--- config.mk ---
export PLATFORM = sky130hd
export DESIGN_NAME = cmpir_regs
export DESIGN_NICKNAME = d
export VERILOG_FILES = /design/src/logic/cmpir_pkg.sv /design/src/logic/cmpir_edge.sv /design/src/logic/cmpir_regs.sv
export VERILOG_INCLUDE_DIRS = /design/src /design/src/logic
export SDC_FILE = /design/constraint.sdc
export NUM_CORES = 1
export LEC_CHECK = 0
export BUFFER_PORTS_ARGS = -buffer_cell sky130_fd_sc_hd__clkbuf_2
export CORE_ASPECT_RATIO = 1.4
export CORE_UTILIZATION = 41
export CTS_BUF_LIST = sky130_fd_sc_hd__clkbuf_8
export CTS_CLUSTER_DIAMETER = 50
export DETAILED_ROUTE_END_ITERATION = 10
export PLACE_DENSITY = 0.78
export REMOVE_ABC_BUFFERS = 1
export SLEW_MARGIN = 40
export SYNTH_ARGS = -nofsm -noshare
export SYNTH_HDL_FRONTEND = slang
export SYNTH_SLANG_ARGS = --single-unit
--- constraint.sdc ---
create_clock -name clock -period 1.5 [get_ports clock]
set_input_delay 0.15 -clock clock [delete_from_list [all_inputs] [get_ports clock]]
set_output_delay 0.15 -clock clock [all_outputs]
set_load 0.01 [all_outputs]
--- src/logic/cmpir_consts.svh ---
// Register offsets, field positions and reset values of the comparator interrupt bank
`ifndef CMPIR_CONSTS_SVH
`define CMPIR_CONSTS_SVH
`define CMPIR_OFS_IRQ_DIRECT  12'h300
`define CMPIR_OFS_IRQ_SET     12'h304
`define CMPIR_OFS_IRQ_CLEAR   12'h308
`define CMPIR_OFS_RESULT      12'h400
`define CMPIR_OFS_ENABLE      12'h500
`define CMPIR_OFS_EVT_STATUS  12'h600
`define CMPIR_OFS_TASK        12'h604
`define CMPIR_BIT_READY       0
`define CMPIR_BIT_DOWN        1
`define CMPIR_BIT_UP          2
`define CMPIR_BIT_CROSS       3
`define CMPIR_BIT_TASK_SAMPLE 0
`define CMPIR_BIT_TASK_START  1
`define CMPIR_BIT_TASK_STOP   2
`define CMPIR_RST_IRQ         4'h0
`define CMPIR_RST_RESULT      1'b0
`define CMPIR_RST_ENABLE      2'h0
`define CMPIR_READY_CYCLES    8'h4B
`endif

--- src/logic/cmpir_pkg.sv ---
// Types shared by the comparator interrupt bank
package cmpir_pkg;
  typedef struct packed {
    logic [11:0] addr;
    logic [31:0] wdata;
    logic        wr;
    logic        rd;
  } cmpir_bus_s;

  typedef logic [3:0] cmpir_evt_t;

  typedef enum logic [1:0] {
    CMPIR_IDLE,
    CMPIR_START,
    CMPIR_RUN
  } cmpir_state_e;
endpackage : cmpir_pkg

--- src/logic/cmpir_edge.sv ---
// Edge detector that turns comparator output changes into event pulses
`timescale 1ns/1ns
`include "cmpir_consts.svh"
module cmpir_edge
  import cmpir_pkg::*;
(
  input  wire logic       clock,
  input  wire logic       nrst,
  input  wire logic       running,
  input  wire logic       compOut,
  output      cmpir_evt_t evtPulse
);
  logic prevOut_q;
  logic primed_q;
  wire  goDown = running && primed_q && prevOut_q && !compOut;
  wire  goUp   = running && primed_q && !prevOut_q && compOut;

  always_ff @(posedge clock) begin
    if (!nrst) begin
      prevOut_q <= 1'b0;
      primed_q  <= 1'b0;
    end else begin
      prevOut_q <= compOut;
      primed_q  <= running;
    end
  end

  assign evtPulse[`CMPIR_BIT_READY] = 1'b0;
  assign evtPulse[`CMPIR_BIT_DOWN]  = goDown;
  assign evtPulse[`CMPIR_BIT_UP]    = goUp;
  assign evtPulse[`CMPIR_BIT_CROSS] = goDown || goUp;
endmodule : cmpir_edge

--- src/logic/cmpir_regs.sv ---
// Comparator interrupt enable, event status and result register bank
// Operation
// - Set bit 0 enables ready interrupt
// - Set bit 1 enables downward interrupt
// - Set bit 2 enables upward interrupt
// - Set bit 3 enables crossing interrupt
// - Clear bit 0 disables ready interrupt
// - Clear bit 1 disables downward interrupt
// - Clear bit 2 disables upward interrupt
// - Clear bit 3 disables crossing interrupt
// - Result read-only, captured on sample; the code captures it only in the RUN state
// - Result zero when positive input below
// - Result one when positive input above
// - Crossing event on any output change; the code flags it only in the RUN state, and not in the first RUN cycle
//
// Strobed register access was left to the implementer.
`timescale 1ns/1ns
`include "cmpir_consts.svh"
module cmpir_regs
  import cmpir_pkg::*;
(
  input  wire logic        clock,
  input  wire logic        nrst,
  input  wire logic [11:0] addr,
  input  wire logic [31:0] wdata,
  input  wire logic        wr,
  input  wire logic        rd,
  output      logic [31:0] rdata,
  input  wire logic        compOut,
  input  wire logic        sampleTrig,
  output      logic        compPowered,
  output      logic        irq
);
  cmpir_bus_s   bus;
  cmpir_state_e state_q;
  cmpir_state_e state_d;
  cmpir_evt_t   irqEn_q;
  cmpir_evt_t   irqEn_d;
  cmpir_evt_t   evtFlag_q;
  cmpir_evt_t   evtFlag_d;
  cmpir_evt_t   edgeEvt;
  cmpir_evt_t   newEvt;
  logic         result_q;
  logic [1:0]   enable_q;
  logic [7:0]   startCnt_q;
  logic [31:0]  rdata_q;
  logic [31:0]  rdMux;

  assign bus = '{addr: addr, wdata: wdata, wr: wr, rd: rd};

  wire hitDirect = bus.addr == `CMPIR_OFS_IRQ_DIRECT;
  wire hitSet    = bus.addr == `CMPIR_OFS_IRQ_SET;
  wire hitClear  = bus.addr == `CMPIR_OFS_IRQ_CLEAR;
  wire hitResult = bus.addr == `CMPIR_OFS_RESULT;
  wire hitEnable = bus.addr == `CMPIR_OFS_ENABLE;
  wire hitStatus = bus.addr == `CMPIR_OFS_EVT_STATUS;
  wire hitTask   = bus.addr == `CMPIR_OFS_TASK;

  wire wrSet    = bus.wr && hitSet;
  wire wrClear  = bus.wr && hitClear;
  wire wrDirect = bus.wr && hitDirect;
  wire wrStatus = bus.wr && hitStatus;
  wire wrEnable = bus.wr && hitEnable;
  wire wrTask   = bus.wr && hitTask;

  wire taskStart  = wrTask && bus.wdata[`CMPIR_BIT_TASK_START];
  wire taskStop   = wrTask && bus.wdata[`CMPIR_BIT_TASK_STOP];
  wire taskSample = (wrTask && bus.wdata[`CMPIR_BIT_TASK_SAMPLE]) || sampleTrig;
  wire isRunning  = state_q == CMPIR_RUN;
  wire compOn     = enable_q != `CMPIR_RST_ENABLE;
  wire readyPulse = state_q == CMPIR_START && startCnt_q == `CMPIR_READY_CYCLES;

  cmpir_edge u_edge (
    .clock    (clock),
    .nrst     (nrst),
    .running  (isRunning),
    .compOut  (compOut),
    .evtPulse (edgeEvt)
  );

  always_comb begin
    newEvt = edgeEvt;
    newEvt[`CMPIR_BIT_READY] = readyPulse;
  end

  always_comb begin
    irqEn_d = irqEn_q;
    if (wrDirect) begin
      irqEn_d = bus.wdata[3:0];
    end
    if (wrSet) begin
      irqEn_d = irqEn_q | bus.wdata[3:0];
    end
    if (wrClear) begin
      irqEn_d = irqEn_q & ~bus.wdata[3:0];
    end
  end

  // Set wins over write-one clear
  always_comb begin
    evtFlag_d = evtFlag_q;
    if (wrStatus) begin
      evtFlag_d = evtFlag_q & ~bus.wdata[3:0];
    end
    evtFlag_d = evtFlag_d | newEvt;
  end

  always_comb begin
    state_d = state_q;
    case (state_q)
      CMPIR_IDLE: begin
        if (taskStart && compOn) begin
          state_d = CMPIR_START;
        end
      end
      CMPIR_START: begin
        if (taskStop || !compOn) begin
          state_d = CMPIR_IDLE;
        end else if (readyPulse) begin
          state_d = CMPIR_RUN;
        end
      end
      CMPIR_RUN: begin
        if (taskStop || !compOn) begin
          state_d = CMPIR_IDLE;
        end
      end
      default: begin
        state_d = CMPIR_IDLE;
      end
    endcase
  end

  always_comb begin
    rdMux = 32'h0000_0000;
    if (hitDirect || hitSet || hitClear) begin
      rdMux[3:0] = irqEn_q;
    end else if (hitResult) begin
      rdMux[0] = result_q;
    end else if (hitEnable) begin
      rdMux[1:0] = enable_q;
    end else if (hitStatus) begin
      rdMux[3:0] = evtFlag_q;
    end
  end

  always_ff @(posedge clock) begin
    if (!nrst) begin
      state_q   <= CMPIR_IDLE;
      irqEn_q   <= `CMPIR_RST_IRQ;
      evtFlag_q <= `CMPIR_RST_IRQ;
      enable_q  <= `CMPIR_RST_ENABLE;
    end else begin
      state_q   <= state_d;
      irqEn_q   <= irqEn_d;
      evtFlag_q <= evtFlag_d;
      if (wrEnable) begin
        enable_q <= bus.wdata[1:0];
      end
    end
  end

  always_ff @(posedge clock) begin
    if (!nrst) begin
      startCnt_q <= 8'h00;
    end else if (state_q == CMPIR_START) begin
      startCnt_q <= startCnt_q + 8'h01;
    end else begin
      startCnt_q <= 8'h00;
    end
  end

  always_ff @(posedge clock) begin
    if (!nrst) begin
      result_q <= `CMPIR_RST_RESULT;
    end else if (taskSample && isRunning) begin
      result_q <= compOut;
    end
  end

  always_ff @(posedge clock) begin
    if (!nrst) begin
      rdata_q <= 32'h0000_0000;
    end else if (bus.rd) begin
      rdata_q <= rdMux;
    end else begin
      rdata_q <= 32'h0000_0000;
    end
  end

  assign rdata       = rdata_q;
  assign compPowered = state_q != CMPIR_IDLE;
  assign irq         = |(evtFlag_q & irqEn_q);
endmodule : cmpir_regs

# After elaboration in Yosys (flattened, before gate mapping)

Cells that the tools add are included.

Input port bits: 50
Logic and storage cells: 78
Bits in registers: 55
Output and inout port bits: 34

Eq/ne operators: 13
Add/subtract/negate cells: 1
Mux-type cells: 15
Bitwise logic cells: 6
Reductions and logical operators: 33

Operators with widths:

| operator               | number |
|---|---|
| $eq A12 B11 Y1 const B | 4 |
| $eq A12 B10 Y1 const B | 3 |
| $mux W4                | 6 |
| $logic_and A1 B1 Y1    | 17 |
| $and A4 B4 Y4          | 3 |
| $mux W2                | 6 |
| $add A8 B1 Y8 const B  | 1 |
| $eq A8 B7 Y1 const B   | 1 |
| $or A4 B4 Y4           | 2 |
| $pmux W2 S3            | 1 |
| $logic_or A1 B1 Y1     | 5 |
| $not A4 Y4             | 1 |
| $reduce_and A2 Y1      | 2 |
| $reduce_bool A2 Y1     | 2 |
| $reduce_or A4 Y1       | 1 |
| $logic_not A1 Y1       | 3 |
| $mux W3                | 1 |
| $ne A3 B2 Y1 const B   | 1 |
| $reduce_and A3 Y1      | 1 |
| $reduce_bool A3 Y1     | 1 |
| $eq A2 B1 Y1 const B   | 1 |
| $eq A2 B2 Y1 const B   | 1 |
| $logic_not A2 Y1       | 1 |
| $ne A2 B1 Y1 const B   | 1 |
| 2 further kinds        | 2 |

# Depth between registers and ports, before layout

Gate-level depths: netlist (run 1).

Word-level depth: 6
Depth in mapped cells: 5
Gate-level depth less buffers: 5

# Cells and area by module

A second synthesis (run 1) with hierarchy kept.

Cells, all modules: 190
Area, all modules: 1,562.7 um2

By module, submodules not included:

| module     | area an instance (um2) | seq. area each (um2) | instances | cells each |
|---|---|---|---|---|
| cmpir_regs | 1,451.4                | 500.5                | 1         | 176 |
| cmpir_edge | 111.4                  | 40.0                 | 1         | 14 |

# Worst setup path after synthesis (run 1)

No wires, ideal clock.

Path kind: input -> register
Start point: input port addr[6]
End point: register irqEn_q[0]
Stages: 4
Path slack: -0.120 ns
Buffers on the path: 0
Data required time: 1.378 ns
Arrival: 1.498 ns
Setup time: 0.122 ns
Cells stage by stage: or4_4 -> or4b_4 -> o211ai_1 -> o21ai_1

Cells in the longest elaborated chain, start to end: 4
Elaborated cells between the ends (all ways): 9
Those cells by class: eq/ne: 3; mux: 2; reduce/logical: 4

Ends and longest elaborated chain:

| element                         | line              | RTL |
|---|---|---|
| from (decl)                     | cmpir_regs.sv:24  | `input wire logic [11:0] addr,` |
| $eq A12 B10 Y1 (no source line) | --                |  |
| $logic_and A1 B1 Y1             | cmpir_regs.sv:59  | `wire wrSet = bus.wr && hitSet;` |
| $mux W4                         | cmpir_regs.sv:91  | `if (wrSet) begin` |
| $mux W4                         | cmpir_regs.sv:94  | `if (wrClear) begin` |
| to (signal assigned)            | cmpir_regs.sv:150 | `` irqEn_q <= `CMPIR_RST_IRQ; `` |
| to (signal assigned)            | cmpir_regs.sv:155 | `irqEn_q <= irqEn_d;` |
| to (decl)                       | cmpir_regs.sv:37  | `cmpir_evt_t irqEn_q;` |

Parallel ways exist; a longest one is shown, timed or not.
A chain may end at the register's enable or synchronous reset.

# Worst setup path after layout (run 1)

Start point: input port addr[6]
End point: register irqEn_q[1]

Same word-level chain as after synthesis.

==> results of run 1 <==
-- synthesized netlist by cell type, drive strengths merged --
library cell  number
o22ai              2
a21oi              3
nand3b             1
a21boi             3
and2               2
nand4b             2
nor3               4
or4b               2
or3                2
nor2              19
a32oi              2
ha                 1
dfxtp             27
nand4              2
o21a               3
and4               1
o211ai             4
and3               3
nor2b              5
nor3b              1
a22oi              2
or4                4
a211o              1
or2                1
buf               28
nand2             12
nor4               4
conb               1
o21ai              7
clkbuf             4
nand3              6
xnor2              3
xor2               4
mux2i              3
and4b              3
nand2b             2
inv                6
a31o               1
-- registers in the layout, indices dropped and copies added (netlist names) --
register          flops
irqEn_q               4
u_edge.prevOut_q      1
startCnt_q            8
u_edge.primed_q       1
result_q              1
enable_q              2
state_q               2
rdata                 4
evtFlag_q             4
-- cell type report --
type	count	share of cell area, %
clock inverter	1	0.210
clock buffer	3	2.31
multi-input combinational	143	48.0
sequential	27	30.3
timing repair buffer	45	15.1
inverter	6	1.26
tap	40	2.81
-- stage by stage --
stage / power (mW) / area (um2) / setup TNS [ns] / std cells
2_1_floorplan: 0.799 / 1410 / -0.465 / 176
3_3_place_gp: 0.881 / 1730 / -1.60 / 261
3_5_place_dp: 0.882 / 1730 / -1.95 / 261
4_1_cts: 1.28 / 1770 / 0 / 265
5_1_grt: 1.33 / 1780 / 0 / 265
6_report: 1.27 / 1780 / 0 / 265
-- timing repair --
action                                  CTS  global route
resized for setup                         0             2
endpoints found under the setup margin    0             6
setup buffers                             0             0
-- cells in the final DEF (no fill, tap or decap), types with 2 or more instances in the layout --
master / count
xnor2_1: 3
or3_1: 2
mux2i_1: 3
dfxtp_1: 27
buf_4: 18
o21ai_1: 6
nand4_1: 2
nand3_1: 6
o21a_1: 3
nor2_1: 19
nand2_1: 12
nor2b_1: 5
and2_1: 2
and4b_1: 3
nor4_2: 2
o22ai_1: 2
conb_1: 28
xor2_1: 4
a32oi_1: 2
or4_1: 3
nor3_1: 3
o211ai_1: 4
a21boi_1: 3
inv_1: 7
clkbuf_2: 27
clkbuf_8: 3
nand4b_1: 2
and3_1: 3
a21oi_1: 3
nand2b_1: 2
a22oi_1: 2
-- critical path: cells and delay by family --
kind                   cells  cell delay, ns
AO/OA/AOI/OAI              2            0.27
AND/OR/NAND/NOR            2            1.11
buffers and inverters      1            0.09
-- power groups by stage --
stage / Combinational [mW] / Clock [mW] / Sequential (mW)
floorplan: 0.0640 / 0 / 0.735
global placement: 0.146 / 0 / 0.735
detailed placement: 0.147 / 0 / 0.735
CTS: 0.148 / 0.416 / 0.718
global route: 0.170 / 0.442 / 0.718
finish: 0.153 / 0.404 / 0.718
-- worst paths after layout --
path | start | endpoint | slack [ns] | cells after the start
min | compOut | u_edge.prevOut_q | 0.1 | 3
min reg2reg | startCnt_q[0] | startCnt_q[0] | 0.45 | 1
max reg2reg | startCnt_q[5] | state_q[0] | 0.11 | 4
max | addr[6] | irqEn_q[1] | 0.05 | 5
-- metal layers --
| layer | vias up | part of all wire, % |
|---|---|---|
| met2 | 68 | 47 |
| met5 | - | 0 |
| met3 | 9 | 7.8 |
| li1 | 674 | - |
| met1 | 629 | 41 |
| met4 | 0 | 4.3 |
-- kinds of logic after synthesis --
kind of cell	Yosys count	share of synthesized area (%)
compound gates	28	12.3
flops	27	35.4
fa+ha+maj	1	0.818
xor+xnor	7	4.01
simple gates	76	29.1
other cells	1	0.245
mux	3	1.96
buf+inv	38	16.2
==> key figures, run 1 <==
Worst setup path
  – Crit path largest cell delay: 0.56 ns
  – Max FO, Critical Path: 4
  – Critical Path AT: 1.62 ns
  – Setup crit end kind: register
  – Worst setup SP type: input pin
  – Critical Path Slowest Stage Cell: or4b_4
  – WP data required: 1.67 ns
  – Crit Path Category: in -> reg
  – Critical-path cell list: clkbuf_2, or4_4, or4b_4, o211ai_1, o21ai_1

Cells and area
  – # nets final: 277
  – Filler Cell Count: 356
  – Combined area of the multi-input logic cells: 856 um2
  – Synthesis-to-layout area growth: 16.7%
  – Reg area: 541 um2
  – Ant diodes: 0
  – Final Core Density: 51.4%
  – Layout cells sized above 1: 24.4%

Global route
  – Gr busiest metal: met2
  – M2 GR Usage: 28.9%
  – Initial antenna violation count: 0
  – Overall Global Routing Usage: 17.4%
  – Vias in the first global route: 1,201
  – Met3 usage: 1.43%
  – Largest net degree at the start of global routing: 17
  – First-pass GRT wire length: 5.02 mm
  – Grt ovf: 0
  – Met1 Use GR: 20.4%

Power and ir drop
  – Clock power share: 31.7%
  – Pwr Density: 714 nW/um2
  – Switching share of power: 24.9%
  – VDD IR max: 0.488 mV
  – Logic pwr share: 12.0%
  – P_int: 957 uW
  – Net Sw Power: 318 uW
  – P_leak: 0.789 nW
  – Sequential Power Share: 56.3%

Logic synthesis
  – Mean Syn Cell Area: 8.45 um2
  – Synth top area share: 35.4%
  – Largest cells by area after synthesis: dfxtp_1 35%, buf_4 14%, nor2_1 4.7%
  – Flops & latches, synth: 27
  – Area of the mapped netlist: 1530 um2
  – Ys Warns: 0
  – Post-synthesis sequential area ratio: 35.4%
  – Leading area contributor after synthesis: dfxtp_1
  – Syn Inst Count: 181
  – Synth unique cells: 42

Floorplan
  – Die X: 53.6 um
  – Core footprint: 3470 um2
  – Ports: 84
  – Die Y-Extent: 74.3 um
  – Initial Util: 44.0%
  – Die Area: 3980 um2
  – FP Rows: 25

STA
  – Final setup vio count: 0
  – Hold Fails Final Rpt: 0
  – Peak Freq: 0.689 GHz
  – Final setup margin: 0.0480 ns
  – Setup Skew: 0.00164 ns
  – Final max-slew violation count: 0
  – Period utilization: 96.8%
  – RSZ-0062 raised after global routing: false
  – Hold WS: 0.0992 ns
  – Tmin final: 1.45 ns

Routing
  – Drt wl/cell: 12.0 um
  – Drt total wl: 3.18 mm
  – Final ANT Viol Nets: 0
  – Via count: 1,380
  – DRC errors left: 0
  – Vias per inst: 5.21
  – DR pass1 iterations: 4
  – Starting DRT DRC Count: 23

Status
  – Status: complete, no violations

Placement
  – Post-DP HPWL: 2.54 mm
  – Final GP Congestion: 0.836
  – IO Port Bufs: 27
  – Setup WS pre-CTS: -0.248 ns

Clock tree
  – Htree depth: 1
  – Max Root-Sink Buffers: 2
  – Worst-skew pair later-pin latency: 0.27 ns
  – TritonCTS Buffers: 3
  – CTS root buf: clkbuf_8
  – CTS tree: done
  – Clock sink count: 27
  – CTS clk-pin slew, worst paths: 0.09 ns
  – Hold Buf Count CTS: 0

Worst hold path
  – Hold WC Path Type: in -> reg

Job
  – Total of max-cap violations: 0
(Power assumes the default switching activity.)
==> run 2: changes to the inputs <==
--- a/config.mk
+++ b/config.mk
@@ -13,7 +13,6 @@
 export CTS_CLUSTER_DIAMETER = 50
 export DETAILED_ROUTE_END_ITERATION = 10
 export PLACE_DENSITY = 0.78
-export REMOVE_ABC_BUFFERS = 1
 export SLEW_MARGIN = 40
 export SYNTH_ARGS = -nofsm -noshare
 export SYNTH_HDL_FRONTEND = slang
==> run 2 against run 1 <==
  * Cell area decreased by 0.14%
  * Sequential power about the same
  * Cell count unchanged
  * Clock skew about the same
  * Utilization decreased by 0.072 points
  * Sequential share of layout area about the same
  * Non-clock buffer count unchanged
  * Combinational power about the same
  * Critical path depth unchanged
  * Maximum frequency decreased by 0.58%
  * Critical endpoint is now irqEn_q[0]
==> key figures, run 2 (same netlist as run 1, synthesis figures left out) <==
Status
  – Status: complete, no violations

Clock tree
  – Clock sink count: 27 (unchanged)
  – CTS tree: done
  – CTS root buf: clkbuf_8
  – Htree depth: 1 (unchanged)
  – Hold Buf Count CTS: 0 (unchanged)
  – Max Root-Sink Buffers: 2 (unchanged)
  – Worst-skew pair later-pin latency: 0.26 ns (about the same)
  – Post-CTS Setup Inserts: 0 (unchanged)
  – TritonCTS Buffers: 3 (unchanged)
  – CTS clk-pin slew, worst paths: 0.08 ns (about the same)

Floorplan
  – Die Area: 3980 um2 (unchanged)
  – FP Rows: 25 (unchanged)
  – Initial Util: 44.0% (unchanged)
  – Core footprint: 3470 um2 (unchanged)
  – Die Y-Extent: 74.3 um (unchanged)
  – Die X: 53.6 um (unchanged)
  – Ports: 84 (unchanged)

Power and ir drop
  – Net Sw Power: 304 uW (-4.2%)
  – P_int: 958 uW (about the same)
  – Pwr Density: 708 nW/um2 (-0.85%)
  – Logic pwr share: 12.1% (about the same)
  – Clock power share: 31.0% (-0.7 points)
  – P_leak: 0.784 nW (-0.64%)
  – Sequential Power Share: 56.9% (+0.6 points)
  – VDD IR max: 0.478 mV (-2.1%)
  – Switching share of power: 24.1% (-0.81 points)

Worst setup path
  – Critical Path Slowest Stage Cell: or4_4
  – R2R Path End: state_q[0]
  – R2r worst-path depth: 4 (unchanged)
  – Crit Path Category: in -> reg
  – WP data required: 1.65 ns (-0.02 ns)
  – Setup crit end kind: register
  – Critical Path AT: 1.61 ns (about the same)
  – Crit path largest cell delay: 0.55 ns (about the same)
  – Critical-path cell list: buf_6, or4_4, or4b_4, o211ai_1, o21ai_1
  – FF-to-FF setup slack: 0.13 ns (+0.02 ns)
  – Max FO, Critical Path: 4 (unchanged)
  – FF-to-FF Start: startCnt_q[5]
  – CP delay by family, top: simple AND/OR/NAND/NOR gates
  – CP Buf/Inv Count: 1 (unchanged)
  – Worst setup SP type: input pin

Job
  – Total of max-cap violations: 0 (unchanged)

STA
  – Final setup vio count: 0 (unchanged)
  – Setup Skew: 0.00145 ns (-0.000194 ns)
  – Tmin final: 1.46 ns (+0.00842 ns)
  – Final max-slew violation count: 0 (unchanged)
  – Fin Setup TNS: 0 ns (unchanged)
  – RSZ-0062 raised after global routing: false
  – Period utilization: 97.4% (+0.56 points)
  – Peak Freq: 0.685 GHz (-0.58%)
  – Final setup margin: 0.0396 ns (-0.00842 ns)
  – Hold Fails Final Rpt: 0 (unchanged)

Global route
  – First-pass GRT wire length: 5.02 mm (+0.14%)
  – Vias in the first global route: 1,186 (-1.2%)
  – Grt ovf: 0 (unchanged)
  – Initial antenna violation count: 0 (unchanged)
  – Largest net degree at the start of global routing: 17 (unchanged)
  – Overall Global Routing Usage: 17.3% (-0.14 points)

Placement
  – Post-DP HPWL: 2.52 mm (-0.59%)
  – Setup WS pre-CTS: -0.293 ns (-0.0449 ns)
  – IO Port Bufs: 27 (unchanged)
  – DP Area: 1730 um2 (unchanged)
  – Final GP Congestion: 0.862 (+3.1%)

Worst hold path
  – WHS Path Cells: 3 (unchanged)
  – Worst Hold End: u_edge.prevOut_q
  – Hold Startpoint: compOut
  – Hold WC Path Type: in -> reg

Cells and area
  – Largest register FFs: 8 (unchanged)
  – Final instance area: 1780 um2 (-0.14%)
  – Most frequent cells in the layout: 28 x conb_1, 27 x dfxtp_1, 26 x clkbuf_2
  – Ant diodes: 0 (unchanged)
  – Most flop-heavy register: startCnt_q
  – Synthesis-to-layout area growth: 16.5%
  – Filler Cell Count: 367 (+3.1%)
  – Final Core Density: 51.3% (-0.072 points)
  – Layout cells sized above 1: 24.4% (unchanged)
  – # nets final: 277 (unchanged)
  – Commonest non-fill, non-tap cell in the layout: conb_1

Routing
  – Starting DRT DRC Count: 42 (+83%)
  – Via count: 1,338 (-3.0%)
  – DRC errors left: 0 (unchanged)
  – Drt wl/cell: 11.6 um (-3.0%)
  – DR pass1 iterations: 4 (unchanged)
  – Vias per inst: 5.05 (-3.0%)
  – Drt total wl: 3.08 mm (-3.0%)
  – Final ANT Viol Nets: 0 (unchanged)
==> run 2: changes by cell type in the layout (fill, tap and decap cells not counted), sizes merged <==
| cell | before | now |
|---|---|---|
| buf | 18 | 19 |
| clkbuf | 30 | 29 |
==> run 2: how the worst max path moves through the flow <==
stage | depth (start not counted) | endpoint | slack (ns) | from
after floorplan | 4 | irqEn_q[0] | -0.12 | addr[6]
after global placement | 5 | irqEn_q[0] | -0.22 | addr[6]
after detailed placement | 5 | irqEn_q[0] | -0.29 | addr[6]
after CTS | 5 | irqEn_q[0] | -0.008 | addr[6]
after global routing | 5 | irqEn_q[0] | 0.00004 | addr[4]
final | 5 | irqEn_q[0] | 0.04 | addr[4]
==> run 2: repair_timing <==
action | in CTS | in global routing
setup endpoints to repair | 3 | 6
gates resized for setup | 1 | 1
pin swaps | 1 | 5
==> run 2: area by class of cell <==
type,instances,area [um2],share of cell area [%]
multi-input cells,143,847,47.5
flip-flops and latches,27,541,30.3
repair buffers,45,277,15.5
well taps,40,50.0,2.81
clock buffers,3,41.3,2.32
inverters,6,22.5,1.26
clock inverters,1,3.75,0.211
==> run 2: worst register-to-register path: cells and delay by family, from the launching register on <==
family,cells,cell delay (ns)
simple gates,3,0.84
flops,1,0.34
compound gates,1,0.07
==> run 2: routing by layer <==
metal	share of wire, %	vias to the layer above	track usage [%]
li1	-	670	-
met3	5.3	4	2.66
met4	1.6	0	7.60
met5	0	-	0
met1	43	614	21.6
met2	50	50	28.6
==> run 2: power groups by stage <==
stage,clock (mW),combinational [mW],sequential [mW]
after floorplan,0,0.129,0.735
after CTS,0.402,0.148,0.718
final,0.391,0.153,0.718
after detailed placement,0,0.148,0.735
after global placement,0,0.147,0.735
after global routing,0.437,0.169,0.718
==> run 2: per-stage QoR <==
| step | cells | power, mW | hold WS [ns] |
|---|---|---|---|
| finish | 265 | 1.26 | 0.120 |
| global route | 265 | 1.32 | 0.133 |
| CTS | 265 | 1.27 | 0.119 |
| detailed placement | 261 | 0.883 | 0.396 |
| global placement | 261 | 0.882 | 0.386 |
| floorplan | 208 | 0.864 | 0.261 |
